### src/fpsc_regs.vh
// register offsets, field positions and reset values of the fp status/control bank
`ifndef FPSC_REGS_VH
`define FPSC_REGS_VH
`define FPSC_OFF_DEFAULT     8'h0c
`define FPSC_OFF_CTX_CTL     8'h04
`define FPSC_OFF_ACCESS      8'h88
`define FPSC_OFF_IRQ_MASK    8'h40
`define FPSC_RST_STATUS      32'h0000_0000
`define FPSC_RST_DEFAULT     32'h0000_0000
`define FPSC_RST_CTX_CTL     2'h3
`define FPSC_RST_ACCESS      4'h0
`define FPSC_RST_IRQ_MASK    5'h0f
`define FPSC_BIT_NEG         31
`define FPSC_BIT_ZERO        30
`define FPSC_BIT_CARRY       29
`define FPSC_BIT_OVFL        28
`define FPSC_BIT_ALT_HALF    26
`define FPSC_BIT_DNAN        25
`define FPSC_BIT_FLUSH       24
`define FPSC_ROUND_SELECT_HI        23
`define FPSC_ROUND_SELECT_LO        22
`define FPSC_BIT_AUTO_SAVE   31
`define FPSC_BIT_LAZY_SAVE   30
`define FPSC_ACC_HI          23
`define FPSC_ACC_LO          20
`define FPSC_STATUS_WMASK    32'hf7c0_009f
`define FPSC_DEFAULT_WMASK   32'h07c0_0000
`define FPSC_STICKY_MASK     32'h0000_009f
`define FPSC_CMP_EQUAL       2'h0
`define FPSC_CMP_LESS        2'h1
`define FPSC_CMP_GREATER     2'h2
`define FPSC_CMP_UNORDERED   2'h3
`define FPSC_NZCV_EQUAL      4'h6
`define FPSC_NZCV_LESS       4'h8
`define FPSC_NZCV_GREATER    4'h2
`define FPSC_NZCV_UNORDERED  4'h3
`define FPSC_ACC_DENIED      2'h0
`define FPSC_ACC_PRIV        2'h1
`define FPSC_ACC_FULL        2'h3
`endif

### src/fpsc_status_control.v
// fp status/control register, default register, access control and exception irq
//
// What this block does
// [RULE1] comparisons update flags in bits 31..28
// [RULE2] compare outcome maps to fixed flag patterns
// [RULE3] bit 26 selects alternative half format
// [RULE4] bit 25 forces default nan results
// [RULE5] bit 24 enables flush to zero
// [RULE6] bits 23:22 select the rounding mode
// [RULE7] sticky bits set on exception, cleared by zero
// [RULE8] status not mapped, core transfers only, resets zero
// [RULE9] default register at 0x0c resets zero
// [RULE10] software keeps default reserved bits zero
// [RULE11] unit disabled at reset until software enables
// [RULE12] software enables both coprocessor fields then syncs
// [RULE13] access register only reachable when privileged
// [RULE14] sticky flags other than bit 0 ored into one interrupt request
// [RULE15] variant without mask, inexact never interrupts
// [RULE16] variant with masks, inexact masked by default
// [RULE17] plain config: handler clears stickies by write
// [RULE18] lazy save: read forces save and clear
// [RULE19] auto save: read forces status clear
// [RULE20] context bit 30 enables lazy preservation
// [RULE21] access field 00 faults, 01 privileged, 11 full
// [RULE22] reserved status bits ignore writes, read zero
// [RULE23] irq stays while any unmasked sticky set
`timescale 1ns/1ns
`default_nettype none
`include "fpsc_regs.vh"

module fpsc_status_control
#(
  parameter MASKED_VARIANT = 1
)
(
  input  wire        mclk,
  input  wire        reset_n,
  input  wire        fp_wr,
  input  wire [31:0] fp_wdata,
  input  wire        fp_rd,
  input  wire        cmp_valid,
  input  wire [1:0]  cmp_result,
  input  wire        exc_valid,
  input  wire [7:0]  exc_flags,
  input  wire        ctx_entry,
  input  wire        fp_instr,
  input  wire        fp_instr_priv,
  input  wire        sys_wr,
  input  wire        sys_rd,
  input  wire        sys_priv,
  input  wire [7:0]  sys_addr,
  input  wire [31:0] sys_wdata,
  output reg  [31:0] fp_rdata_r,
  output reg  [31:0] sys_rdata_r,
  output reg         sys_err_r,
  output reg         usage_fault_r,
  output reg         fp_enabled_r,
  output reg         alt_half_format_r,
  output reg         default_nan_select_r,
  output reg         flush_denormals_r,
  output reg  [1:0]  round_select_r,
  output reg         save_request_r,
  output reg         fp_irq_r
);

  // ************************************************************
  // state registers
  // ************************************************************
  reg  [31:0] status_r;
  reg  [31:0] status_nxt;
  reg  [31:0] default_r;
  reg  [1:0]  ctx_ctl_r;
  reg  [3:0]  access_r;
  reg  [4:0]  irq_mask_r;
  reg  [3:0]  nzcv;
  reg  [31:0] sys_rdata_nxt;
  reg         sys_err_nxt;

  wire        sys_ok;
  wire        lazy_save_enable;
  wire        auto_save_enable;
  wire [1:0]  fp_coproc_low;
  wire [1:0]  fp_coproc_high;
  wire        access_allowed;
  wire        read_clears;
  wire [4:0]  irq_src;
  wire        irq_any;

  assign lazy_save_enable = ctx_ctl_r[0]; // see [RULE20]
  assign auto_save_enable = ctx_ctl_r[1];
  assign fp_coproc_low    = access_r[1:0];
  assign fp_coproc_high   = access_r[3:2];
  assign sys_ok           = sys_priv; // see [RULE13]

  // ************************************************************
  // access checking per coprocessor field
  // ************************************************************
  // both fields must grant access; reserved code 10 treated as denied
  function acc_ok;
    input [1:0] fld;
    input       priv;
    begin
      case (fld)
        `FPSC_ACC_DENIED: acc_ok = 1'b0;
        `FPSC_ACC_PRIV:   acc_ok = priv;
        `FPSC_ACC_FULL:   acc_ok = 1'b1;
        default:          acc_ok = 1'b0;
      endcase
    end
  endfunction

  // see [RULE21] and [RULE11]
  assign access_allowed = acc_ok(fp_coproc_low, fp_instr_priv) &
                          acc_ok(fp_coproc_high, fp_instr_priv);

  // reads clear live status when any save scheme is enabled
  assign read_clears = fp_rd & (lazy_save_enable | auto_save_enable); // see [RULE18] [RULE19]

  // ************************************************************
  // interrupt sources: idc, ufc, ofc, dzc, ixc
  // ************************************************************
  assign irq_src = {status_r[4], status_r[7], status_r[3:1]}; // see [RULE14]

  generate
    if (MASKED_VARIANT != 0)
    begin : g_masked
      // per-source masks, inexact enabled only when its mask bit set
      assign irq_any = |(irq_src & irq_mask_r); // see [RULE16] [RULE23]
    end
    else
    begin : g_unmasked
      // inexact is not wired; no per-source mask
      assign irq_any = |irq_src[3:0]; // see [RULE15] [RULE23]
    end
  endgenerate

  // ************************************************************
  // comparison flag decode
  // ************************************************************
  always @*
  begin
    case (cmp_result) // see [RULE2]
      `FPSC_CMP_EQUAL:   nzcv = `FPSC_NZCV_EQUAL;
      `FPSC_CMP_LESS:    nzcv = `FPSC_NZCV_LESS;
      `FPSC_CMP_GREATER: nzcv = `FPSC_NZCV_GREATER;
      default:           nzcv = `FPSC_NZCV_UNORDERED;
    endcase
  end

  // ************************************************************
  // status next value: write/clear first, hardware sets win
  // ************************************************************
  always @*
  begin
    status_nxt = status_r;
    if (ctx_entry)
    begin
      // new fp context takes the default settings
      status_nxt = default_r & `FPSC_DEFAULT_WMASK;
    end
    if (read_clears)
    begin
      status_nxt = `FPSC_RST_STATUS; // see [RULE18] [RULE19]
    end
    if (fp_wr)
    begin
      status_nxt = fp_wdata & `FPSC_STATUS_WMASK; // see [RULE22] [RULE17]
    end
    if (cmp_valid && access_allowed)
    begin
      status_nxt[`FPSC_BIT_NEG:`FPSC_BIT_OVFL] = nzcv; // see [RULE1]
    end
    if (exc_valid && access_allowed)
    begin
      status_nxt = status_nxt | ({24'h0, exc_flags} & `FPSC_STICKY_MASK); // see [RULE7]
    end
  end

  // ************************************************************
  // system register read decode
  // ************************************************************
  always @*
  begin
    sys_rdata_nxt = 32'h0000_0000;
    sys_err_nxt   = 1'b0;
    if (sys_rd || sys_wr)
    begin
      if (!sys_ok)
      begin
        sys_err_nxt = 1'b1; // see [RULE13]
      end
      else
      begin
        case (sys_addr)
          `FPSC_OFF_DEFAULT:
            sys_rdata_nxt = default_r;
          `FPSC_OFF_CTX_CTL:
            sys_rdata_nxt = {auto_save_enable, lazy_save_enable, 30'h0};
          `FPSC_OFF_ACCESS:
            sys_rdata_nxt = {8'h00, access_r, 20'h00000};
          `FPSC_OFF_IRQ_MASK:
            sys_rdata_nxt = {27'h0, irq_mask_r};
          default:
            sys_err_nxt = 1'b1;
        endcase
      end
    end
    if (!sys_rd)
    begin
      sys_rdata_nxt = 32'h0000_0000;
    end
  end

  // ************************************************************
  // registers
  // ************************************************************
  always @(posedge mclk)
  begin
    if (!reset_n)
    begin
      status_r             <= `FPSC_RST_STATUS; // see [RULE8]
      default_r            <= `FPSC_RST_DEFAULT; // see [RULE9]
      ctx_ctl_r            <= `FPSC_RST_CTX_CTL;
      access_r             <= `FPSC_RST_ACCESS; // see [RULE11]
      irq_mask_r           <= `FPSC_RST_IRQ_MASK;
      fp_rdata_r           <= 32'h0000_0000;
      sys_rdata_r          <= 32'h0000_0000;
      sys_err_r            <= 1'b0;
      usage_fault_r        <= 1'b0;
      fp_enabled_r         <= 1'b0;
      alt_half_format_r    <= 1'b0;
      default_nan_select_r <= 1'b0;
      flush_denormals_r    <= 1'b0;
      round_select_r       <= 2'h0;
      save_request_r       <= 1'b0;
      fp_irq_r             <= 1'b0;
    end
    else
    begin
      status_r <= status_nxt;
      // system register writes, privileged only
      if (sys_wr && sys_ok)
      begin
        case (sys_addr)
          `FPSC_OFF_DEFAULT:
            default_r <= sys_wdata & `FPSC_DEFAULT_WMASK; // see [RULE9] [RULE10]
          `FPSC_OFF_CTX_CTL:
            ctx_ctl_r <= {sys_wdata[`FPSC_BIT_AUTO_SAVE], sys_wdata[`FPSC_BIT_LAZY_SAVE]};
          `FPSC_OFF_ACCESS:
            access_r <= sys_wdata[`FPSC_ACC_HI:`FPSC_ACC_LO]; // see [RULE12]
          `FPSC_OFF_IRQ_MASK:
            irq_mask_r <= sys_wdata[4:0];
          default:
            irq_mask_r <= irq_mask_r;
        endcase
      end
      sys_rdata_r   <= sys_rdata_nxt;
      sys_err_r     <= sys_err_nxt;
      // live status read returns value before any clear
      fp_rdata_r    <= fp_rd ? status_r : 32'h0000_0000;
      // lazy save: read forces preservation of the live copy
      save_request_r <= fp_rd & lazy_save_enable; // see [RULE18]
      // fp work while access not granted faults
      usage_fault_r <= (fp_instr | fp_rd | fp_wr) & ~access_allowed; // see [RULE21]
      fp_enabled_r  <= acc_ok(fp_coproc_low, 1'b1) & acc_ok(fp_coproc_high, 1'b1); // see [RULE11]
      // mode controls mirror the live status
      alt_half_format_r    <= status_nxt[`FPSC_BIT_ALT_HALF]; // see [RULE3]
      default_nan_select_r <= status_nxt[`FPSC_BIT_DNAN]; // see [RULE4]
      flush_denormals_r    <= status_nxt[`FPSC_BIT_FLUSH]; // see [RULE5]
      round_select_r       <= status_nxt[`FPSC_ROUND_SELECT_HI:`FPSC_ROUND_SELECT_LO]; // see [RULE6]
      fp_irq_r             <= irq_any; // see [RULE23]
    end
  end

endmodule
`default_nettype wire

### config.mk
export PLATFORM = sky130hd
export DESIGN_NAME = fpsc_status_control
export DESIGN_NICKNAME = d
export VERILOG_FILES = /design/src/fpsc_status_control.v
export VERILOG_INCLUDE_DIRS = /design/src
export SDC_FILE = /design/constraint.sdc
export NUM_CORES = 1
export LEC_CHECK = 0
export BUFFER_PORTS_ARGS = -buffer_cell sky130_fd_sc_hd__buf_4
export CAP_MARGIN = 20
export CORE_AREA = 2 2 107 68
export CTS_CLUSTER_DIAMETER = 150
export DETAILED_ROUTE_END_ITERATION = 10
export DIE_AREA = 0 0 109 70
export PLACE_DENSITY = 0.78
export SLEW_MARGIN = 20
export SYNTH_ARGS = -nofsm -noshare
export SYNTH_HDL_FRONTEND = slang
export SYNTH_SLANG_ARGS = --single-unit
### constraint.sdc
create_clock -name mclk -period 2.35 [get_ports mclk]
set_input_delay 0.235 -clock mclk [delete_from_list [all_inputs] [get_ports mclk]]
set_output_delay 0.235 -clock mclk [all_outputs]
set_load 0.05 [all_outputs]
Word level (Yosys, flattened, before mapping)
Index checks and enable logic that the tools add are counted.
Word-level totals
  register bits: 122
  bits in latches: 0
  bits in writable memories: 0
  ROM bits: 0
  bits of input ports: 94
  logic and storage cells: 68
  memories: 0
Operators by class
  $add $sub $neg: 0
  multipliers: 0
  divide/modulo/power cells: 0
  order comparisons: 0
  equality and inequality tests: 10
  shift operators: 0
  multiplexer cells: 15
  bitwise gates (word level): 11
  reduce and logical (&&, ||, !) cells: 16
Operators with widths (count)
  32-bit two-way mux: 4
  32-bit one-hot mux with 4 select lines: 1
  32-bit by 8-bit OR with 32-bit output: 1
  4-bit one-hot mux with 3 select lines: 1
  2-bit AND reduction: 6
  8-bit by 3-bit == test with 1-bit output (second input constant): 1
  8-bit by 4-bit == test with 1-bit output (second input constant): 1
  8-bit by 7-bit == test with 1-bit output (second input constant): 1
  8-bit == test (second input constant): 1
  2-bit by 1-bit == test with 1-bit output (second input constant): 3
  2-bit == test (second input constant): 3
  1-bit two-way mux: 6
  1-bit AND: 5
  5-bit AND: 1
  5-bit OR reduction: 1
  4-bit two-way mux: 1
  1-bit one-hot mux with 2 select lines: 2
  4-bit AND reduction: 1
  2-bit OR reduction: 2
  4-bit OR reduction: 1
  1-bit logical AND: 3
  1-bit OR: 3
  2-bit zero test: 1
  1-bit logical OR: 1
  1-bit inverter: 1

Logic depth before layout (Yosys ltp)
  depth in word-level cells: 7
  depth in mapped cells: 5

Worst setup path after synthesis
OpenSTA, ideal clock, no wires.
  path kind: input-to-reg
  start point: in sys_addr[1]
  end point: reg sys_rdata_r[24]
  setup time: 0.060 ns
  arrival: 1.793 ns
  path slack: 0.496 ns
  cell stages on the path: 5
  buffers on the path: 2
  cell sequence: or4_1 buf_2 or4b_1 buf_2 and4bb_2
On the way
  cells in the longest elaborated chain, start to end: 2
  elaborated cells between the ends (all ways): 5
  those cells by class: eq/ne: 4; mux: 1
RTL lines
  start, declared: RTL line fpsc_status_control.v:51  | input wire [7:0] sys_addr,
  8-bit by 7-bit == test with 1-bit output (tied with other cells): RTL line fpsc_status_control.v:194  | case (sys_addr)
  32-bit one-hot mux with 4 select lines *: RTL line fpsc_status_control.v:194
  end signal, assigned: RTL line fpsc_status_control.v:257  | sys_rdata_r <= sys_rdata_nxt;
  end, declared: RTL line fpsc_status_control.v:54  | output reg [31:0] sys_rdata_r,
Mark *: on every way between the ends. The rest lies on a longest branch, timed or not.
A chain may end at the register's enable or synchronous reset.

Worst setup path after layout
  start point: reg ctx_ctl_r[1]
  end point: reg status_r[31]
On the way
  cells in the longest elaborated chain, start to end: 7
RTL lines
  start, declared: RTL line fpsc_status_control.v:72  | reg [1:0] ctx_ctl_r;
  start signal, assigned: RTL line fpsc_status_control.v:223  | ctx_ctl_r <= `FPSC_RST_CTX_CTL;
  start signal, assigned: RTL line fpsc_status_control.v:248  | ctx_ctl_r <= {sys_wdata[`FPSC_BIT_AUTO_SAVE], sys_wdata[`FPSC_BIT_LAZY_SAVE]};
  1-bit OR *: RTL line fpsc_status_control.v:117  | assign read_clears = fp_rd & (lazy_save_enable | auto_save_enable);
  1-bit AND *: RTL line fpsc_status_control.v:117
  32-bit two-way mux *: RTL line fpsc_status_control.v:161  | if (read_clears)
  32-bit two-way mux *: RTL line fpsc_status_control.v:165  | if (fp_wr)
  4-bit two-way mux *: RTL line fpsc_status_control.v:169  | if (cmp_valid && access_allowed)
  32-bit by 8-bit OR with 32-bit output: RTL line fpsc_status_control.v:175  | status_nxt = status_nxt | ({24'h0, exc_flags} & `FPSC_STICKY_MASK);
  32-bit two-way mux *: RTL line fpsc_status_control.v:173  | if (exc_valid && access_allowed)
  end signal, assigned: RTL line fpsc_status_control.v:221  | status_r <= `FPSC_RST_STATUS;
  end signal, assigned: RTL line fpsc_status_control.v:240  | status_r <= status_nxt;
  end, declared: RTL line fpsc_status_control.v:69  | reg [31:0] status_r;
Marked as above.

==> metrics.cfg <==
[grt]
grt_pass1_wl_um=10400
grt_max_degree=30
overflow=0
antenna_found_initial=0
grt_pass1_vias=2097
grt_use_total_pct=18.1

[layout]
area_growth_pct=30.0
nFillCells=649
diodes=0
final_util_pct=52.9
drive_above_1_share_pct=33.1
fin_nets=479

[worst_setup_path]
worstPathMaxFanout=9
r2r_cells=3
cp.arrival_ps=1900
crit_path_end_kind=register
cp.required_ps=2590
cp-start-kind=register
path_class=register to register
reg2reg_slack_ps=690

[logic_synthesis]
synthMuxAreaShare_pct=7.58
yosys_warnings=0
ys.flop_type=dfxtp_1
seq_area_frac_synth_pct=46.9
synth_common_cells=dfxtp_1, buf_4, nand2_1
synth_top_area_cell=dfxtp_1
yosysTopAreaCellShare_pct=46.9
synth-xor-area-share_pct=0
ys_async_sr_fraction_pct=0
synthSimpleGateAreaFrac_pct=23.7
avgSynthCellArea_um2=9.47
yosysUniqueCellTypes=38
synth_edf_count=0
yosysMostFrequentCell=dfxtp_1
synth_compound_area_share_pct=8.75
synth_fa_ha_area_share_pct=0
postSynthCellCount=293
synth_top_family_by_area=simple AND/OR/NAND/NOR gates
synth_seq_cells=65
syn-cell-area_um2=2770
synth_area_leaders=dfxtp_1, buf_4, mux2i_1, and3_1, nand2_1

[place]
port_buffers=95
globalplace.congestion=0.824
pre_cts_ws_ps=390
dp_hpwl_um=5150

[floorplan]
ios=168
die_area_um2=7630
start_util_pct=40.7
fp.dieW_um=109
core_area_um2=6820
fp.dieH_um=70
rows=24

[timing]
period_needed_ps=1660
worstMarginPinSlew_ps=902
slew_viol_final=0
final_hold_viol_count=0
holdWs_ps=115
fmax_mhz=604
setup_ws_ps=695
maxSlewHeadroom_pct=39.8
finalSetupViolCount=0
fin_crit_sh_pct=70.4
tns_ps=0
worst_clock_skew_ps=9.09
rsz0062_at_grt=false

[drt]
num_vias=2339
drc=0
wl_um=6780
drtIter0Drc=93
viasPerCell=4.86
avgRoutedWirePerCell_um=14.1
first_pass_iters=4
ant_nets=0

[clocking]
cts_buffer_depth=2
post_cts_buffers=0
cts.sinks=65
htree_levels=3
cts_tree=done
clk_pin_slew_worst_paths_ps=70
cts_made_buffers=9
cts_resized=0
clk_latency_ps=340
cts_hold_buf=0
root_buffer=clkbuf_8

[power_and_ir_drop]
p_per_area_nw_per_um2=647
leakagePower_nw=1.60
ir_worst_vdd_v=0.000291

[flow_run]
maxCapViolations=0

[hold_path]
hold_depth=2
hold_class=input pin to register

[outcome]
status=completed

[cell usage in the layout (no fill, tap or decap), drive strengths merged, types with 2 or more instances in the layout]
| cell | n |
|---|---|
| nor2 | 14 |
| and4bb | 3 |
| and3 | 18 |
| buf | 100 |
| clkinv | 4 |
| nor4 | 4 |
| nand2 | 29 |
| or3 | 5 |
| or4b | 6 |
| nor4b | 3 |
| conb | 35 |
| a32oi | 6 |
| nand2b | 4 |
| a22oi | 3 |
| nor3 | 8 |
| clkbuf | 9 |
| a21oi | 13 |
| nand3 | 8 |
| a311oi | 5 |
| inv | 6 |
| mux2i | 21 |
| nor2b | 3 |
| clkinvlp | 2 |
| and2 | 6 |
| dfxtp | 65 |
[power breakdown]
| group | internal, mW | switching (mW) | total (mW) |
|---|---|---|---|
| Sequential | 1.12 | 0.0110 | 1.13 |
| Combinational | 0.109 | 0.261 | 0.369 |
| Clock | 0.388 | 0.442 | 0.831 |
[worst max-delay path: stages, from the launching register on]
cell and delay [ps]:
dfxtp_1 340, o21a_1 290, or4b_2 650, a311oi_1 280
[metal layers]
metal | vias to the layer above | GRT usage, % | part of all wire [%]
met5 | - | 0 | 0
met4 | 0 | 3.85 | 0.69
met3 | 6 | 8.31 | 8.8
met2 | 106 | 27.3 | 45
met1 | 1079 | 23.7 | 46
li1 | 1148 | - | -
[kinds of logic after synthesis]
logic type | count (synthesis)
compound gates | 34
flops | 65
mux | 21
other cells | 1
buf+inv | 58
simple gates | 114
[cell type report]
class | count | area (um2) | share of cell area [%]
well taps | 91 | 114 | 3.16
inverters | 5 | 18.8 | 0.521
multi-input cells | 204 | 1240 | 34.4
clock inverters | 7 | 55.1 | 1.53
clock buffers | 9 | 124 | 3.44
flip-flops and latches | 65 | 1300 | 36.1
repair buffers | 100 | 751 | 20.8
[flip-flops by register name, indices dropped and copies added (netlist names)]
signal          count
access_r            4
ctx_ctl_r           2
default_r           5
fp_enabled_r        1
fp_irq_r            1
fp_rdata_r         15
irq_mask_r          5
round_select_r      1
save_request_r      1
status_r           14
sys_err_r           1
sys_rdata_r        14
usage_fault_r       1
[per-stage QoR]
stage	power [mW]	cells	area, um2
after floorplan	1.45	327	2900
after global placement	1.52	465	3430
after detailed placement	1.53	465	3430
after CTS	2.36	481	3600
after global routing	2.44	481	3600
final	2.33	481	3600
[path summary, 6_finish.rpt]
path | endpoint | start
setup / recovery | status_r[31] | ctx_ctl_r[1]
setup reg to reg | status_r[31] | ctx_ctl_r[1]
hold reg to reg | sys_rdata_r[21] | access_r[1]
hold / removal | sys_rdata_r[31] | sys_addr[3]
Power figures use the tool's default switching activity.
